## src/rtl/uart_fifo_params.svh

```systemverilog
// Register offsets, bit positions, reset values and timing counts of the serial port
`ifndef UART_FIFO_PARAMS_SVH
`define UART_FIFO_PARAMS_SVH

// Register offsets (low four address bits)
`define OFF_RX_PORT    4'h0
`define OFF_TX_PORT    4'h4
`define OFF_STATUS     4'h8
`define OFF_CTRL       4'hC

// Status bit labels, bit 0 most significant
`define ST_PAR_FAULT   24
`define ST_FRAME_FAULT 25
`define ST_OVR_FAULT   26
`define ST_IRQ_ON      27
`define ST_TX_FULL     28
`define ST_TX_EMPTY    29
`define ST_RX_FULL     30
`define ST_RX_VALID    31

// Control bit labels
`define CT_IRQ_ENABLE  27
`define CT_CLR_RX      30
`define CT_CLR_TX      31

// Reset values
`define IRQ_EN_RESET   1'b0
`define FLAG_RESET     1'b0

// Queue geometry and sampling
`define QUEUE_DEPTH    16
`define OVERSAMPLE     16
`define MID_TICK       4'h7
`define LAST_TICK      4'hF

`endif

```

## src/rtl/uart_fifo_pkg.sv

```systemverilog
// Types shared by the serial port logic
package uart_fifo_pkg;
  // Gray-coded along idle, start, data, parity, stop
  typedef enum logic [2:0] {
    LINE_IDLE   = 3'h0,
    LINE_START  = 3'h1,
    LINE_DATA   = 3'h3,
    LINE_PARITY = 3'h2,
    LINE_STOP   = 3'h6
  } line_state_t;
endpackage : uart_fifo_pkg

```

## src/rtl/uart_fifo_bus_slave.sv

```systemverilog
// Serial port with two character queues behind a peripheral bus slave
// Functional notes
// - Separate 16-character transmit and receive queues
// - Transmitter and receiver run independently, concurrently
// - Data bits per character: parameter 5..8
// - Parameter selects parity present, default on
// - Parameter selects odd or even parity
// - Bit rate from rate and clock parameters
// - Answer only inside base..high address window
// - Word registers, bit 0 most significant
// - Offsets 0 rx, 4 tx, 8 status, 12 control
// - Bit 24 parity fault; character still queued
// - Bit 25 framing fault; character dropped
// - Bit 26 overrun; new character dropped
// - Status read clears three fault flags
// - Bit 27 shows interrupt enable state
// - Bits 28-31 show queue full/empty/valid
// - Control bit 27 sets interrupt enable
// - Control bits 30/31 empty rx/tx queues
// - Interrupt held while receive queue nonempty
// - One-cycle interrupt when tx queue drains
// - 32-bit data and address, byte enables
`timescale 1ns/1ps
`include "uart_fifo_params.svh"

// Sixteen-entry character queue with synchronous clear
module char_queue (
  input  wire logic       clk,
  input  wire logic       rst,
  input  wire logic       clr,
  input  wire logic       push,
  input  wire logic       pop,
  input  wire logic [7:0] din,
  output logic      [7:0] dout,
  output logic            empty,
  output logic            full
);
  logic [7:0] mem [`QUEUE_DEPTH];  // Storage, no reset needed
  logic [3:0] wr_reg, wr_next;     // Write pointer
  logic [3:0] rd_reg, rd_next;     // Read pointer
  logic [4:0] cnt_reg, cnt_next;   // Fill level 0..16
  logic       do_push;
  logic       do_pop;

  assign empty   = (cnt_reg == 5'h00);
  assign full    = (cnt_reg == 5'h10);
  assign dout    = mem[rd_reg];
  // Push on full and pop on empty are ignored
  assign do_push = push && !full;
  assign do_pop  = pop && !empty;

  // Pointer and level update; clear wins over both
  always_comb
  begin
    wr_next  = wr_reg + {3'h0, do_push};
    rd_next  = rd_reg + {3'h0, do_pop};
    cnt_next = cnt_reg + {4'h0, do_push} - {4'h0, do_pop};
    if (clr)
    begin
      wr_next  = 4'h0;
      rd_next  = 4'h0;
      cnt_next = 5'h00;
    end
  end

  always_ff @(posedge clk or posedge rst)
  begin
    if (rst)
    begin
      wr_reg  <= 4'h0;
      rd_reg  <= 4'h0;
      cnt_reg <= 5'h00;
    end
    else
    begin
      wr_reg  <= wr_next;
      rd_reg  <= rd_next;
      cnt_reg <= cnt_next;
    end
  end

  // Storage write; a clear in the same cycle makes it harmless
  always_ff @(posedge clk)
  begin
    if (do_push)
      mem[wr_reg] <= din;
  end
endmodule : char_queue

// Top level: bus slave, queues, transmitter and receiver
module uart_fifo_bus_slave #(
  parameter int          bit_rate_param     = 19200,
  parameter int          bus_clock_hz_param = 125000000,
  parameter int          data_bits_param    = 8,          // 5..8
  parameter int          use_parity_param   = 1,
  parameter int          odd_parity_param   = 1,
  parameter logic [31:0] decode_low_param   = 32'h0000_0000,
  parameter logic [31:0] decode_high_param  = 32'h0000_000F
) (
  input  wire logic        clk,
  input  wire logic        rst,
  input  wire logic [0:31] bus_addr,
  input  wire logic [0:3]  bus_be,
  input  wire logic [0:31] bus_wdata,
  input  wire logic        bus_rnw,
  input  wire logic        bus_select,
  input  wire logic        bus_seq_addr,
  output logic      [0:31] bus_rdata,
  output logic             transfer_acknowledge,
  output logic             error_acknowledge,
  output logic             retry,
  output logic             timeout_suppress,
  output logic             interrupt,
  input  wire logic        rx,
  output logic             tx
);
  import uart_fifo_pkg::*;

  localparam int bus_data_width_param = 32;
  localparam int bus_addr_width_param = 32;
  // Divider rounds down, so bits run at most one clock short each tick
  localparam int TICK_DIV = bus_clock_hz_param / (bit_rate_param * `OVERSAMPLE);
  localparam logic [15:0] TICK_LAST = 16'(TICK_DIV - 1);
  localparam logic [7:0]  DATA_MASK = 8'((32'h1 << data_bits_param) - 32'h1);
  localparam logic [2:0]  LAST_BIT  = 3'(data_bits_param - 1);
  localparam logic        USE_PAR   = (use_parity_param != 0);
  localparam logic        ODD_PAR   = (odd_parity_param != 0);

  // Oversample tick shared by both directions
  logic [15:0] os_reg, os_next;
  logic        tick;
  // Receive line synchroniser and filtered level
  logic [2:0]  rx_sync_reg, rx_sync_next;
  logic        rx_level_reg, rx_level_next;
  // Bus slave state
  logic        ack_reg, ack_next;
  logic [0:31] rdata_reg, rdata_next;
  logic        hit, req;
  logic [3:0]  offset;
  logic        rx_pop, stat_rd, tx_push, ctrl_wr;
  // Control and sticky faults
  logic        irq_en_reg, irq_en_next;
  logic        par_flag_reg, par_flag_next;
  logic        frame_flag_reg, frame_flag_next;
  logic        ovr_flag_reg, ovr_flag_next;
  logic        tx_empty_d_reg;
  // Queue ports
  logic [7:0]  txq_dout, rxq_dout;
  logic        txq_empty, txq_full, rxq_empty, rxq_full;
  logic        tx_pop, rx_push, clr_rx, clr_tx;
  // Transmitter
  line_state_t tx_state_reg, tx_state_next;
  logic [3:0]  tx_sub_reg, tx_sub_next;
  logic [2:0]  tx_bit_reg, tx_bit_next;
  logic [7:0]  tx_shift_reg, tx_shift_next;
  logic        tx_par_reg, tx_par_next;
  logic        tx_line_reg, tx_line_next;
  // Receiver
  line_state_t rx_state_reg, rx_state_next;
  logic [3:0]  rx_sub_reg, rx_sub_next;
  logic [2:0]  rx_bit_reg, rx_bit_next;
  logic [7:0]  rx_shift_reg, rx_shift_next;
  logic        rx_par_reg, rx_par_next;
  logic        rx_armed_reg, rx_armed_next;  // Line seen high since the last frame
  logic        rx_done;
  logic [7:0]  rx_char;
  logic        par_bad, frame_bad;

  // Both directions own a queue and run side by side
  char_queue u_txq (
    .clk(clk), .rst(rst), .clr(clr_tx), .push(tx_push), .pop(tx_pop),
    .din(bus_wdata[24:31] & DATA_MASK), .dout(txq_dout), .empty(txq_empty), .full(txq_full)
  );
  char_queue u_rxq (
    .clk(clk), .rst(rst), .clr(clr_rx), .push(rx_push), .pop(rx_pop),
    .din(rx_char), .dout(rxq_dout), .empty(rxq_empty), .full(rxq_full)
  );

  // Tick divider and input synchroniser
  always_comb
  begin
    tick          = (os_reg == TICK_LAST);
    os_next       = tick ? 16'h0000 : os_reg + 16'h0001;
    rx_sync_next  = {rx_sync_reg[1:0], rx};
    // Level changes only once the second and third stages agree
    rx_level_next = (rx_sync_reg[1] == rx_sync_reg[2]) ? rx_sync_reg[2] : rx_level_reg;
  end

  always_ff @(posedge clk or posedge rst)
  begin
    if (rst)
    begin
      os_reg       <= 16'h0000;
      rx_sync_reg  <= 3'h7;
      rx_level_reg <= 1'b1;
    end
    else
    begin
      os_reg       <= os_next;
      rx_sync_reg  <= rx_sync_next;
      rx_level_reg <= rx_level_next;
    end
  end

  // Address window and decode; words only, so low two bits are ignored
  assign hit     = bus_select && (bus_addr >= decode_low_param) && (bus_addr <= decode_high_param);
  assign req     = hit && !ack_reg;
  assign offset  = {bus_addr[28:29], 2'b00};
  assign rx_pop  = req && bus_rnw && (offset == `OFF_RX_PORT);
  assign stat_rd = req && bus_rnw && (offset == `OFF_STATUS);
  assign tx_push = req && !bus_rnw && (offset == `OFF_TX_PORT) && bus_be[3];
  assign ctrl_wr = req && !bus_rnw && (offset == `OFF_CTRL) && bus_be[3];
  assign clr_rx  = ctrl_wr && bus_wdata[`CT_CLR_RX];
  assign clr_tx  = ctrl_wr && bus_wdata[`CT_CLR_TX];

  // Bus answer and control; faults set wins over a status-read clear
  always_comb
  begin
    ack_next   = req;
    rdata_next = 32'h0000_0000;
    if (rx_pop)
      rdata_next[24:31] = rxq_dout;
    else if (stat_rd)
    begin
      rdata_next[`ST_PAR_FAULT]   = par_flag_reg;
      rdata_next[`ST_FRAME_FAULT] = frame_flag_reg;
      rdata_next[`ST_OVR_FAULT]   = ovr_flag_reg;
      rdata_next[`ST_IRQ_ON]      = irq_en_reg;
      rdata_next[`ST_TX_FULL]     = txq_full;
      rdata_next[`ST_TX_EMPTY]    = txq_empty;
      rdata_next[`ST_RX_FULL]     = rxq_full;
      rdata_next[`ST_RX_VALID]    = !rxq_empty;
    end
    irq_en_next     = ctrl_wr ? bus_wdata[`CT_IRQ_ENABLE] : irq_en_reg;
    par_flag_next   = par_bad || (par_flag_reg && !stat_rd);
    frame_flag_next = frame_bad || (frame_flag_reg && !stat_rd);
    ovr_flag_next   = (rx_done && !frame_bad && rxq_full) || (ovr_flag_reg && !stat_rd);
  end

  always_ff @(posedge clk or posedge rst)
  begin
    if (rst)
    begin
      ack_reg        <= 1'b0;
      rdata_reg      <= 32'h0000_0000;
      irq_en_reg     <= `IRQ_EN_RESET;
      par_flag_reg   <= `FLAG_RESET;
      frame_flag_reg <= `FLAG_RESET;
      ovr_flag_reg   <= `FLAG_RESET;
      tx_empty_d_reg <= 1'b1;
    end
    else
    begin
      ack_reg        <= ack_next;
      rdata_reg      <= rdata_next;
      irq_en_reg     <= irq_en_next;
      par_flag_reg   <= par_flag_next;
      frame_flag_reg <= frame_flag_next;
      ovr_flag_reg   <= ovr_flag_next;
      tx_empty_d_reg <= txq_empty;
    end
  end

  assign bus_rdata            = rdata_reg;
  assign transfer_acknowledge = ack_reg;
  assign error_acknowledge    = 1'b0;
  assign retry                = 1'b0;
  assign timeout_suppress     = 1'b0;
  // Level for waiting characters, one-cycle pulse when tx drains
  assign interrupt = irq_en_reg && (!rxq_empty || (txq_empty && !tx_empty_d_reg));
  assign tx        = tx_line_reg;

  // Transmitter: each bit lasts sixteen ticks
  always_comb
  begin
    tx_state_next = tx_state_reg;
    tx_sub_next   = tick ? tx_sub_reg + 4'h1 : tx_sub_reg;
    tx_bit_next   = tx_bit_reg;
    tx_shift_next = tx_shift_reg;
    tx_par_next   = tx_par_reg;
    tx_line_next  = tx_line_reg;
    tx_pop        = 1'b0;
    case (tx_state_reg)
      LINE_IDLE:
      begin
        tx_sub_next  = 4'h0;
        tx_line_next = 1'b1;
        if (!txq_empty)
        begin
          tx_pop        = 1'b1;
          tx_shift_next = txq_dout;
          tx_par_next   = (^(txq_dout & DATA_MASK)) ^ ODD_PAR;
          tx_line_next  = 1'b0;
          tx_state_next = LINE_START;
        end
      end
      LINE_START:
        if (tick && tx_sub_reg == `LAST_TICK)
        begin
          tx_line_next  = tx_shift_reg[0];
          tx_shift_next = {1'b0, tx_shift_reg[7:1]};
          tx_bit_next   = 3'h0;
          tx_state_next = LINE_DATA;
        end
      LINE_DATA:
        if (tick && tx_sub_reg == `LAST_TICK)
        begin
          if (tx_bit_reg == LAST_BIT)
          begin
            tx_line_next  = USE_PAR ? tx_par_reg : 1'b1;
            tx_state_next = USE_PAR ? LINE_PARITY : LINE_STOP;
          end
          else
          begin
            tx_line_next  = tx_shift_reg[0];
            tx_shift_next = {1'b0, tx_shift_reg[7:1]};
            tx_bit_next   = tx_bit_reg + 3'h1;
          end
        end
      LINE_PARITY:
        if (tick && tx_sub_reg == `LAST_TICK)
        begin
          tx_line_next  = 1'b1;
          tx_state_next = LINE_STOP;
        end
      default:
        if (tick && tx_sub_reg == `LAST_TICK)
          tx_state_next = LINE_IDLE;
    endcase
  end

  always_ff @(posedge clk or posedge rst)
  begin
    if (rst)
    begin
      tx_state_reg <= LINE_IDLE;
      tx_sub_reg   <= 4'h0;
      tx_bit_reg   <= 3'h0;
      tx_shift_reg <= 8'h00;
      tx_par_reg   <= 1'b0;
      tx_line_reg  <= 1'b1;
    end
    else
    begin
      tx_state_reg <= tx_state_next;
      tx_sub_reg   <= tx_sub_next;
      tx_bit_reg   <= tx_bit_next;
      tx_shift_reg <= tx_shift_next;
      tx_par_reg   <= tx_par_next;
      tx_line_reg  <= tx_line_next;
    end
  end

  // Receiver: confirm start at mid-bit, then sample every sixteen ticks
  assign rx_char   = 8'(rx_shift_reg >> (8 - data_bits_param));
  assign rx_done   = (rx_state_reg == LINE_STOP) && tick && (rx_sub_reg == `LAST_TICK);
  assign frame_bad = rx_done && !rx_level_reg;
  assign par_bad   = rx_done && rx_level_reg && USE_PAR
                     && (rx_par_reg != ((^rx_char) ^ ODD_PAR));
  // Parity faults still enter; full queue drops the new one
  assign rx_push   = rx_done && rx_level_reg && !rxq_full;

  always_comb
  begin
    rx_state_next = rx_state_reg;
    rx_sub_next   = tick ? rx_sub_reg + 4'h1 : rx_sub_reg;
    rx_bit_next   = rx_bit_reg;
    rx_shift_next = rx_shift_reg;
    rx_par_next   = rx_par_reg;
    rx_armed_next = rx_armed_reg;
    case (rx_state_reg)
      LINE_IDLE:
      begin
        rx_sub_next = 4'h0;
        // A start needs a high line first, so a low stop cannot restart a frame
        if (rx_level_reg)
          rx_armed_next = 1'b1;
        else if (rx_armed_reg)
        begin
          rx_armed_next = 1'b0;
          rx_state_next = LINE_START;
        end
      end
      LINE_START:
        if (tick && rx_sub_reg == `MID_TICK)
        begin
          // A glitch shorter than half a bit is not a start
          rx_sub_next   = 4'h0;
          rx_bit_next   = 3'h0;
          rx_state_next = rx_level_reg ? LINE_IDLE : LINE_DATA;
        end
      LINE_DATA:
        if (tick && rx_sub_reg == `LAST_TICK)
        begin
          rx_shift_next = {rx_level_reg, rx_shift_reg[7:1]};
          rx_bit_next   = rx_bit_reg + 3'h1;
          if (rx_bit_reg == LAST_BIT)
            rx_state_next = USE_PAR ? LINE_PARITY : LINE_STOP;
        end
      LINE_PARITY:
        if (tick && rx_sub_reg == `LAST_TICK)
        begin
          rx_par_next   = rx_level_reg;
          rx_state_next = LINE_STOP;
        end
      default:
        if (rx_done)
          rx_state_next = LINE_IDLE;
    endcase
  end

  always_ff @(posedge clk or posedge rst)
  begin
    if (rst)
    begin
      rx_state_reg <= LINE_IDLE;
      rx_sub_reg   <= 4'h0;
      rx_bit_reg   <= 3'h0;
      rx_shift_reg <= 8'h00;
      rx_par_reg   <= 1'b0;
      rx_armed_reg <= 1'b0;
    end
    else
    begin
      rx_state_reg <= rx_state_next;
      rx_sub_reg   <= rx_sub_next;
      rx_bit_reg   <= rx_bit_next;
      rx_shift_reg <= rx_shift_next;
      rx_par_reg   <= rx_par_next;
      rx_armed_reg <= rx_armed_next;
    end
  end
endmodule : uart_fifo_bus_slave

```

## config.mk

```make
export PLATFORM = sky130hd
export DESIGN_NAME = uart_fifo_bus_slave
export DESIGN_NICKNAME = d
export VERILOG_FILES = /design/src/rtl/uart_fifo_pkg.sv /design/src/rtl/uart_fifo_bus_slave.sv
export VERILOG_INCLUDE_DIRS = /design/src /design/src/rtl
export SDC_FILE = /design/constraint.sdc
export NUM_CORES = 1
export LEC_CHECK = 0
export BUFFER_PORTS_ARGS = -buffer_cell sky130_fd_sc_hd__clkbuf_2
export CORE_MARGIN = 2
export CORE_UTILIZATION = 55
export CTS_CLUSTER_DIAMETER = 200
export DETAILED_ROUTE_END_ITERATION = 10
export PLACE_DENSITY = 0.7
export SLEW_MARGIN = 20
export SYNTH_ARGS = -nofsm -noshare
export SYNTH_HDL_FRONTEND = slang
export SYNTH_SLANG_ARGS = --single-unit
```

## constraint.sdc

```tcl
create_clock -name clk -period 4 [get_ports clk]
set_clock_uncertainty 0.15 [all_clocks]
set_input_delay 0.6 -clock clk [delete_from_list [all_inputs] [get_ports clk]]
set_output_delay 0.6 -clock clk [all_outputs]
set_load 0.02 [all_outputs]
```

* Word-level counts from Yosys, hierarchy flattened
Memory sizes are Yosys's and may differ from the RTL's. Index checks and enable logic that the tools add are counted.
Cells by class: $add $sub $neg 13, magnitude comparators 2, equality and inequality tests 32, multiplexer cells 54, bitwise operators 3, reduce and logical (&&, ||, !) cells 70
Operators by type and width (number):
- 2-to-1 mux 3 bit | 17
- 2-to-1 mux 8 bit | 6
- logical AND 1 bit | 33
- greater-or-equal comparator 32 x 1 -> 1 bit (second input constant) | 1
- less-or-equal comparator 32 x 4 -> 1 bit (second input constant) | 1
- 2-to-1 mux 4 bit | 8
- inequality test 2 bit (second input constant) | 12
- one-hot mux 3 bit (4 select lines) | 2
- one-hot mux 8 bit (3 select lines) | 1
- adder 16 x 1 -> 16 bit (second input constant) | 1
- adder 4 x 1 -> 4 bit | 4
- == test 16 x 9 -> 1 bit (second input constant) | 1
- 2-to-1 mux 16 bit | 1
- parity 8 bit | 2
- == test 3 x 2 -> 1 bit (second input constant) | 4
- 2-to-1 mux 1 bit | 12
- one-hot mux 3 bit (2 select lines) | 2
- adder 5 x 1 -> 5 bit | 2
- == test 5 bit (second input constant) | 2
- zero test 1 bit | 10
- zero test 5 bit | 2
- 2-to-1 mux 5 bit | 2
- subtractor 5 x 1 -> 5 bit | 2
- == test 3 bit (second input constant) | 3
- other kinds (26) | 43
Word-level totals: register bits after elaboration 100, memory bits (writable) 256, input port bits 74, memories 2
Memories:
- u_rxq.mem | depth 16, bits a word 8, read ports 1, clocked after memory_dff 0, wr ports 1, line uart_fifo_bus_slave.sv:38 | logic [7:0] mem [`QUEUE_DEPTH];
- u_txq.mem | depth 16, bits a word 8, read ports 1, clocked after memory_dff 0, wr ports 1, line uart_fifo_bus_slave.sv:38

* Logic depth before layout (Yosys ltp)
Gate-level depths: netlist (run 1).
word-level depth 11, depth in mapped cells 17, depth with buffers taken out 16

* Modules after synthesis
From an unflattened synthesis (run 1), not the netlist that was laid out.
Unflattened totals: cell total of the unflattened synthesis 932, area, all modules 15339.7 µm²
Modules (own cells, without submodules):
- char_queue | instances 2, cells each 289, area each 5720.5 µm², sequential area each 4169.0 µm²
- uart_fifo_bus_slave | instances 1, cells each 354, area each 3898.7 µm², sequential area each 1859.3 µm²

* Least setup slack after synthesis (run 1)
OpenSTA, ideal clock, no wires.
path type register to register, from register os_reg[5], to memory u_rxq.mem[2][0], enable pin, arrival 2.787 ns, data required time 3.480 ns, slack 0.693 ns, cell stages (with the launch flop) 8, path buffers 0, period minus slack after synthesis 3.307 ns, path through dfrtp_1 > or4b_4 > nor4_4 > and3_4 > nand4_4 > nor2b_4 > or3b_4 > nor2_1
On the way: longest elaborated chain between the ends 8
RTL lines:
- start: declaration | line uart_fifo_bus_slave.sv:130 | logic [15:0] os_reg, os_next;
- start signal: assignment | line uart_fifo_bus_slave.sv:199 | os_reg <= os_next;
- == test 16 x 9 -> 1 bit | line uart_fifo_bus_slave.sv:182 | tick = (os_reg == TICK_LAST);
- logical AND 1 bit (2 in series) | line uart_fifo_bus_slave.sv:356 | assign rx_done = (rx_state_reg == LINE_STOP) && tick && (rx_sub_reg == `LAST_TICK);
- logical AND 1 bit (2 in series) | line uart_fifo_bus_slave.sv:361 | assign rx_push = rx_done && rx_level_reg && !rxq_full;
- logical AND 1 bit | line uart_fifo_bus_slave.sv:49 | assign do_push = push && !full;
- 2-to-1 mux 1 bit | line uart_fifo_bus_slave.sv:85 | if (do_push)
- 2-to-1 mux 1 bit (not written as such) | line uart_fifo_bus_slave.sv:86 | mem[wr_reg] <= din;
- end: declaration | line uart_fifo_bus_slave.sv:38
Every way passes these cells.

* Final worst setup path (run 1)
from register os_reg[5], to register u_rxq.cnt_reg[4]
On the way: longest elaborated chain between the ends 9
RTL lines:
- == test 16 x 9 -> 1 bit | line uart_fifo_bus_slave.sv:182
- logical AND 1 bit (2 in series) | line uart_fifo_bus_slave.sv:356
- logical AND 1 bit (2 in series) | line uart_fifo_bus_slave.sv:361
- logical AND 1 bit | line uart_fifo_bus_slave.sv:49
- adder 5 x 1 -> 5 bit | line uart_fifo_bus_slave.sv:57 | cnt_next = cnt_reg + {4'h0, do_push} - {4'h0, do_pop};
- subtractor 5 x 1 -> 5 bit | line uart_fifo_bus_slave.sv:57
- 2-to-1 mux 5 bit | line uart_fifo_bus_slave.sv:58 | if (clr)
- via u_rxq.cnt_next[4] | line uart_fifo_bus_slave.sv:41 | logic [4:0] cnt_reg, cnt_next;
- end signal: assignment | line uart_fifo_bus_slave.sv:78 | cnt_reg <= cnt_next;
- end: declaration | line uart_fifo_bus_slave.sv:41
The timed path passes the listed nets, and every way through them passes these cells. A chain may end at the register's enable or synchronous reset.

==> run metrics, run 1 <==
Seq/Total Area, Yosys=68.1%; antenna-violating nets left=0; Ys Warns=0; peak supply drop=0.364 mV; crit-path cells=or4b_4 -> nor4_4 -> and3_4 -> nand4_4 -> nor2b_4 -> ha_1 -> inv_1 -> fa_1 -> inv_1 -> a21oi_1 -> nor2_1 -> nor2_1 -> xnor2_1 -> nor2_1; cts repair resizes=0; Clock Sinks=356; startpoint types=flip-flop; number of nets in the layout=1121; Main synth FF type=edfxtp_1; PwrDens=424 nW/um^2; Chip Width=169 um; DP HPWL=17.9 mm; Max Cap Viol=0; worst-path fanout max=6; critical path type=reg -> reg; Fin. Hold Viols=0; H-tree depth=2; share of cells above drive strength 1=23.0%; Slew HR=37.6%; minimum clock period=3.32 ns; number of synthesized flops with an enable pin=256; vias in the first global route=7973; GR Overflow Total=0; Die Y=169 um; Yosys reg bits=356; GRT Total Usage=20.4%; hold buffers post-CTS=1; Leakage Power=6.02 nW; Initial Util=55.7%; clock slew at reported path FFs=0.06 ns; Distinct cells, synth=58; Final setup viols=0; largest net degree at the start of global routing=82; Arrival @ worst endpoint=3.54 ns; clk root buf=clkbuf_16; status=completed; Placed Cells=1319; cell area after synthesis=15000 um^2; PortBufs=54; Buf+Inv Stages, Crit Path=2; Fill cells=1924; CTS buffer count=36; via count=7766; crit-path most repeated cell=nor2_1; WP data required=4.22 ns; # diodes=0; total wire length=27.9 mm; Core Area=26900 um^2; worst hold path class=in -> async; Slowest-stage cell, CP=or4b_4; average routed wire per standard cell=20.2 um; I/O pin count=112; Worst path max stage delay=0.56 ns; GP Congestion=0.794; cell count after synthesis=922; die area=28600 um^2; worst slew pin tran=0.935 ns; setup TNS=0 ns; unrepaired setup endpoints after global routing=false; vias per inst=5.61; family with the most delay on the worst path=simple AND/OR/NAND/NOR gates; Worst setup EP type=flip-flop; DRC Markers=0; Area Growth Syn to Fin=12.6%; global-route wire length before repair=44.3 mm; Clock Path Buffers=3; fin. max-slew vios=0; Mean Syn Cell Area=16.2 um^2; Final period util=83.0%; initial antenna violation count=0; first drt pass iteration count=5; Rows=60; post-CTS setup buffer count=0; Clock Latency Late Sink=0.52 ns; initial drt markers=658; CTS tree=done; highest clock rate=301 MHz; share of flip-flops with an asynchronous set or reset=28.1%; fin cells=1384
layout by cell type (no fill, tap or decap), types with 3 or more instances in the layout:
cell type,n
nand4_1,7
nand2b_1,8
buf_4,39
and3_1,5
o21ai_0,17
dfstp_2,6
ha_1,28
clkinv_2,3
mux2i_1,11
edfxtp_1,256
clkbuf_16,38
a21o_1,3
nor3_1,13
inv_1,37
nor4_1,7
a22o_1,7
mux2_2,11
conb_1,27
and2_1,4
nand2_1,42
a21oi_1,8
nand3_1,15
nor2_1,76
nor2b_1,13
clkinv_1,11
xnor2_1,29
nand3b_1,3
o22ai_1,12
dfrtp_1,92
clkbuf_2,54
xor2_1,23
mux4_2,72
clkbuf_1,10
a22oi_1,16
per-layer routing:
layer / part of all wire, % / track usage, % / vias up / wire length (um)
met1: 44 / 28.7 / 3946 / 12200
met5: 0 / 0 / - / 0
li1: - / - / 3603 / -
met4: 1.5 / 4.50 / 0 / 416
met2: 51 / 34.4 / 184 / 14100
met3: 4.4 / 3.16 / 33 / 1220
synth_stat cells (15+ instances only):
library cell	n	area [um^2]
nand3_1	15	75.1
xnor2_1	29	254
nor2_1	76	285
inv_1	38	143
ha_1	28	350
clkbuf_1	27	101
buf_4	27	203
edfxtp_1	256	7690
mux4_2	72	1620
o21ai_0	17	85.1
xor2_1	23	201
nand2_1	42	158
a22oi_1	16	120
dfrtp_1	94	2350
worst register-to-register path: stages (launching register included):
cell and delay, ns:
dfrtp_1 0.41, or4b_4 0.56, nor4_4 0.32, and3_4 0.27, nand4_4 0.13, nor2b_4 0.23, ha_1 0.20, inv_1 0.05
fa_1 0.39, inv_1 0.07, a21oi_1 0.05, nor2_1 0.09, nor2_1 0.06, xnor2_1 0.15, nor2_1 0.05
area by class of cell:
cell class                      count  area [um^2]  share of cell area (%)
Sequential cell                   356        10200                    60.5
Clock buffer                       48          988                    5.86
Tap cell                          341          427                    2.53
Clock inverter                     16          103                   0.609
Timing Repair Buffer               96          613                    3.64
Inverter                           38          148                   0.876
Multi-Input combinational cell    489         4380                    26.0
kinds of logic (layout without fill, tap and decap cells):
group	after synthesis	count (layout)	share of synthesized area (%)
buf+inv	103	198	3.28
compound gates	72	72	3.17
fa+ha+maj	31	31	2.67
flops	356	356	68.1
xor+xnor	52	52	3.04
mux	94	94	12.4
simple gates	213	213	7.31
other cells	1	27	0.0250
stage by stage:
step                      worst slack, ns  total power [W]  hold slack (ns)  cell area [um^2]  util (%)
final                               0.678          0.00715           0.0775             16900      62.7
after global routing                0.418          0.00737            0.143             16900      62.7
after CTS                           0.657          0.00722            0.200             16900      62.7
after detailed placement            0.594          0.00412            0.200             15800      58.6
after global placement              0.634          0.00412            0.195             15800      58.6
after floorplan                     0.641          0.00409            0.195             15100         -
path summary, 6_finish.rpt:
kind                                              end  slack (ns)                     start  depth (start not counted)
min in group clk             rx_sync_reg[1]$_DFF_PP1_        0.21  rx_sync_reg[0]$_DFF_PP1_                          0
setup reg to reg           u_rxq.cnt_reg[4]$_DFF_PP0_        0.68       os_reg[5]$_DFF_PP0_                         14
hold reg to reg              rx_sync_reg[1]$_DFF_PP1_        0.21  rx_sync_reg[0]$_DFF_PP1_                          0
setup / recovery           u_rxq.cnt_reg[4]$_DFF_PP0_        0.68       os_reg[5]$_DFF_PP0_                         14
hold / removal                   os_reg[11]$_DFF_PP0_        0.08                       rst                          2
max in group asynchronous              tx$_DFFE_PP1P_        2.90                       rst                          3
where the power goes:
| part | internal [W] | switching [W] |
|---|---|---|
| sequential | 0.00395 | 0.00000546 |
| combinational | 0.0000226 | 0.0000697 |
| clock | 0.00180 | 0.00131 |
Power figures use the tool's default switching activity.
==> inputs of run 2 (changes only) <==
--- a/config.mk
+++ b/config.mk
@@ -6,12 +6,13 @@
 export SDC_FILE = /design/constraint.sdc
 export NUM_CORES = 1
 export LEC_CHECK = 0
+export ABC_AREA = 1
 export BUFFER_PORTS_ARGS = -buffer_cell sky130_fd_sc_hd__clkbuf_2
 export CORE_MARGIN = 2
 export CORE_UTILIZATION = 55
 export CTS_CLUSTER_DIAMETER = 200
 export DETAILED_ROUTE_END_ITERATION = 10
-export PLACE_DENSITY = 0.7
+export PLACE_DENSITY = 0.73
 export SLEW_MARGIN = 20
 export SYNTH_ARGS = -nofsm -noshare
 export SYNTH_HDL_FRONTEND = slang
==> constraint.sdc (replaced) <==
create_clock -name clk -period 2.78 [get_ports clk]
set_clock_uncertainty 0.15 [all_clocks]
set_input_delay 0.417 -clock clk [delete_from_list [all_inputs] [get_ports clk]]
set_output_delay 0.417 -clock clk [all_outputs]
set_load 0.02 [all_outputs]
==> run 2 against run 1 <==
Effect of this change:
- the run now ends with setup timing left
- hold slack gained 0.14 ns
- routed wire length grew 30%
- power grew 67%
- final area grew 14%
- register-to-register slack lost 0.77 ns
- die area grew 7.9%
- core utilization grew 3.7 points
- first-iteration DRC count grew 50%
- critical path depth grew 5
- maximum frequency grew 16%
- via count grew 48%
- critical endpoint unchanged
- highest routed layer unchanged
==> run metrics, run 2 <==
commonest non-fill, non-tap cell in the layout=nand2_1; Placed Area=17500 um^2; largest net degree at the start of global routing=51; commonest non-fill, non-tap cells in the layout=314 x nand2_1, 256 x edfxtp_1, 199 x inv_1; top cells by area, synth=edfxtp_1 47%, dfrtp_1 15%, nand2_1 7.4%; total power=0.0120 W; initial antenna violation count=0; Area Growth Syn to Fin=18.3%; DRC Markers=0; status=complete, but fails checks; Seq/Total Area, Yosys=63.0%; Core Area=28900 um^2; Mean Syn Cell Area=10.4 um^2; worst slew pin tran=0.736 ns; startpoint types=flip-flop; Chip Width=176 um; post-synth top area share=47.5%; clk root buf=clkbuf_16; die area=30800 um^2; clock slew at reported path FFs=0.06 ns; unrepaired setup endpoints after global routing=true; Final period util=103%; initial drt markers=987; final core occ=66.4%; Rows=62; Worst Slack Setup Final=-0.0873 ns; GP Congestion=0.871; CTS buffer count=37; worst-path fanout max=2; Clock Sinks=356; Fill cells=2095; GR Overflow Total=0; Arrival @ worst endpoint=3.14 ns; I/O pin count=112; Worst path max stage delay=0.37 ns; H-tree depth=2; first drt pass iteration count=5; PwrDens=625 nW/um^2; Final setup viols=1; global-route wire length before repair=57.5 mm; Yosys reg bits=356; # diodes=0; worst hold path class=reg -> reg; average routed wire per standard cell=16.8 um; Slowest-stage cell, CP=dfrtp_1; WP data required=3.05 ns; PortBufs=54; Worst setup EP type=flip-flop; minimum clock period=2.87 ns; Finished Cell Area=19200 um^2; CTS tree=done; via count=11512; failing checks=setup timing; vias per inst=5.32; peak supply drop=0.495 mV; Clock Path Buffers=3; Clock Latency Late Sink=0.52 ns; total wire length=36.4 mm; Main synth FF type=edfxtp_1; highest clock rate=349 MHz; Ys Warns=0; critical path type=reg -> reg; share of flip-flops with an asynchronous set or reset=28.1%; number of synthesized flops with an enable pin=256; Multi-input gate area=4950 um^2; most used standard cell by instance count after synthesis=nand2_1; crit-path most repeated cell=inv_2; family with the most delay on the worst path=simple AND/OR/NAND/NOR gates; cell area after synthesis=16200 um^2; Leakage Power=8.28 nW; number of nets in the layout=1857; Distinct cells, synth=49; crit-path cells=inv_1 -> ha_2 -> nand3_2 -> nor2_2 -> nand2_2 -> inv_2 -> nand4_1 -> nor2_2 -> inv_2 -> nor2_4 -> ha_4 -> inv_2 -> fa_2 -> or2_4 -> nand2_2 -> a21oi_2 -> xor2_1 -> nand2_1 -> inv_1; GRT Total Usage=23.7%; Die Y=176 um; FF+latch area=10200 um^2; Slew HR=50.8%; commonest cells in the synthesized netlist=321 x nand2_1, 256 x edfxtp_1, 210 x inv_1; Initial Util=56.1%; share of cells above drive strength 1=19.1%; Hold Slack=0.213 ns; fin. max-slew vios=0; Fin. Hold Viols=0; Buf+Inv Stages, Crit Path=5; DP HPWL=22.8 mm; vias in the first global route=11338; cell taking the most area after synthesis=edfxtp_1; antenna-violating nets left=0; Max Cap Viol=0; cell count after synthesis=1562
-- run 2: cell types whose count changed after synthesis, sizes merged, moves of 23 or more --
| cell | change |
|---|---|
| nor2 | +35 |
| a21oi | +39 |
| buf | +24 |
| nand3 | +99 |
| xnor2 | -23 |
| mux4 | -72 |
| nand2 | +282 |
| inv | +181 |
| o21ai | +114 |
-- run 2: worst paths after layout --
kind / slack [ns] / startpoint / depth (start not counted) / end
max: -0.09 / os_reg[1]$_DFF_PP0_ / 19 / u_rxq.cnt_reg[4]$_DFF_PP0_
min: 0.21 / rx_sync_reg[0]$_DFF_PP1_ / 0 / rx_sync_reg[1]$_DFF_PP1_
max reg2reg: -0.09 / os_reg[1]$_DFF_PP0_ / 19 / u_rxq.cnt_reg[4]$_DFF_PP0_
min reg2reg: 0.21 / rx_sync_reg[0]$_DFF_PP1_ / 0 / rx_sync_reg[1]$_DFF_PP1_
max in group asynchronous: 1.38 / rst / 4 / rx_level_reg$_DFFE_PP1N_
min in group asynchronous: 0.41 / rst / 3 / rx_sub_reg[2]$_DFF_PP0_
-- run 2: timing repair --
item	CTS	global route
pin swaps	11	12
hold endpoints to repair	28	0
gates cloned	0	0
hold buffers	2	0
endpoints found under the setup margin	3	10
setup buffers	35	13
resized for setup	22	29
-- run 2: layout make-up --
cell class	count	share of cell area (%)
Tap cell	384	2.51
Multi-Input combinational cell	929	25.9
Timing Repair Buffer	207	7.97
Inverter	222	4.38
Clock inverter	23	1.02
Sequential cell	356	53.3
Clock buffer	43	5.00
-- run 2: cells by family after synthesis --
kind of cell / after synthesis / synth area share, %
AOI/OAI and AO/OA: 208 / 6.89
and+or+nand+nor: 607 / 16.1
other: 1 / 0.0232
adders and majority gates: 31 / 2.47
xor gates and xnor gates: 24 / 1.30
DFF: 356 / 63.0
buffers and inverters: 303 / 8.28
muxes: 32 / 1.98
-- run 2: report_power, final --
part	total [W]	switching, W	internal, W	leakage [nW]
Clock	0.00477	0.00202	0.00275	0.569
Sequential	0.00612	0.0000578	0.00606	3.55
Combinational	0.00108	0.000768	0.000315	4.17
-- run 2: per-layer routing --
metal / track usage (%) / vias up / routed length [um]
met4: 7.47 / 0 / 846
met2: 40.1 / 433 / 18000
met1: 31.8 / 5473 / 15100
met3: 3.48 / 67 / 2440
met5: 0 / - / 0
li1: - / 5539 / -
-- run 2: through the flow --
step                      std cells  setup TNS [ns]  setup slack [ns]
after floorplan                1588          -0.219            -0.216
after global placement         2057           -1.22            -0.428
after detailed placement       2057           -1.34            -0.431
after CTS                      2159         -0.0423           -0.0387
after global routing           2164          -0.357            -0.223
final                          2164         -0.0873           -0.0873
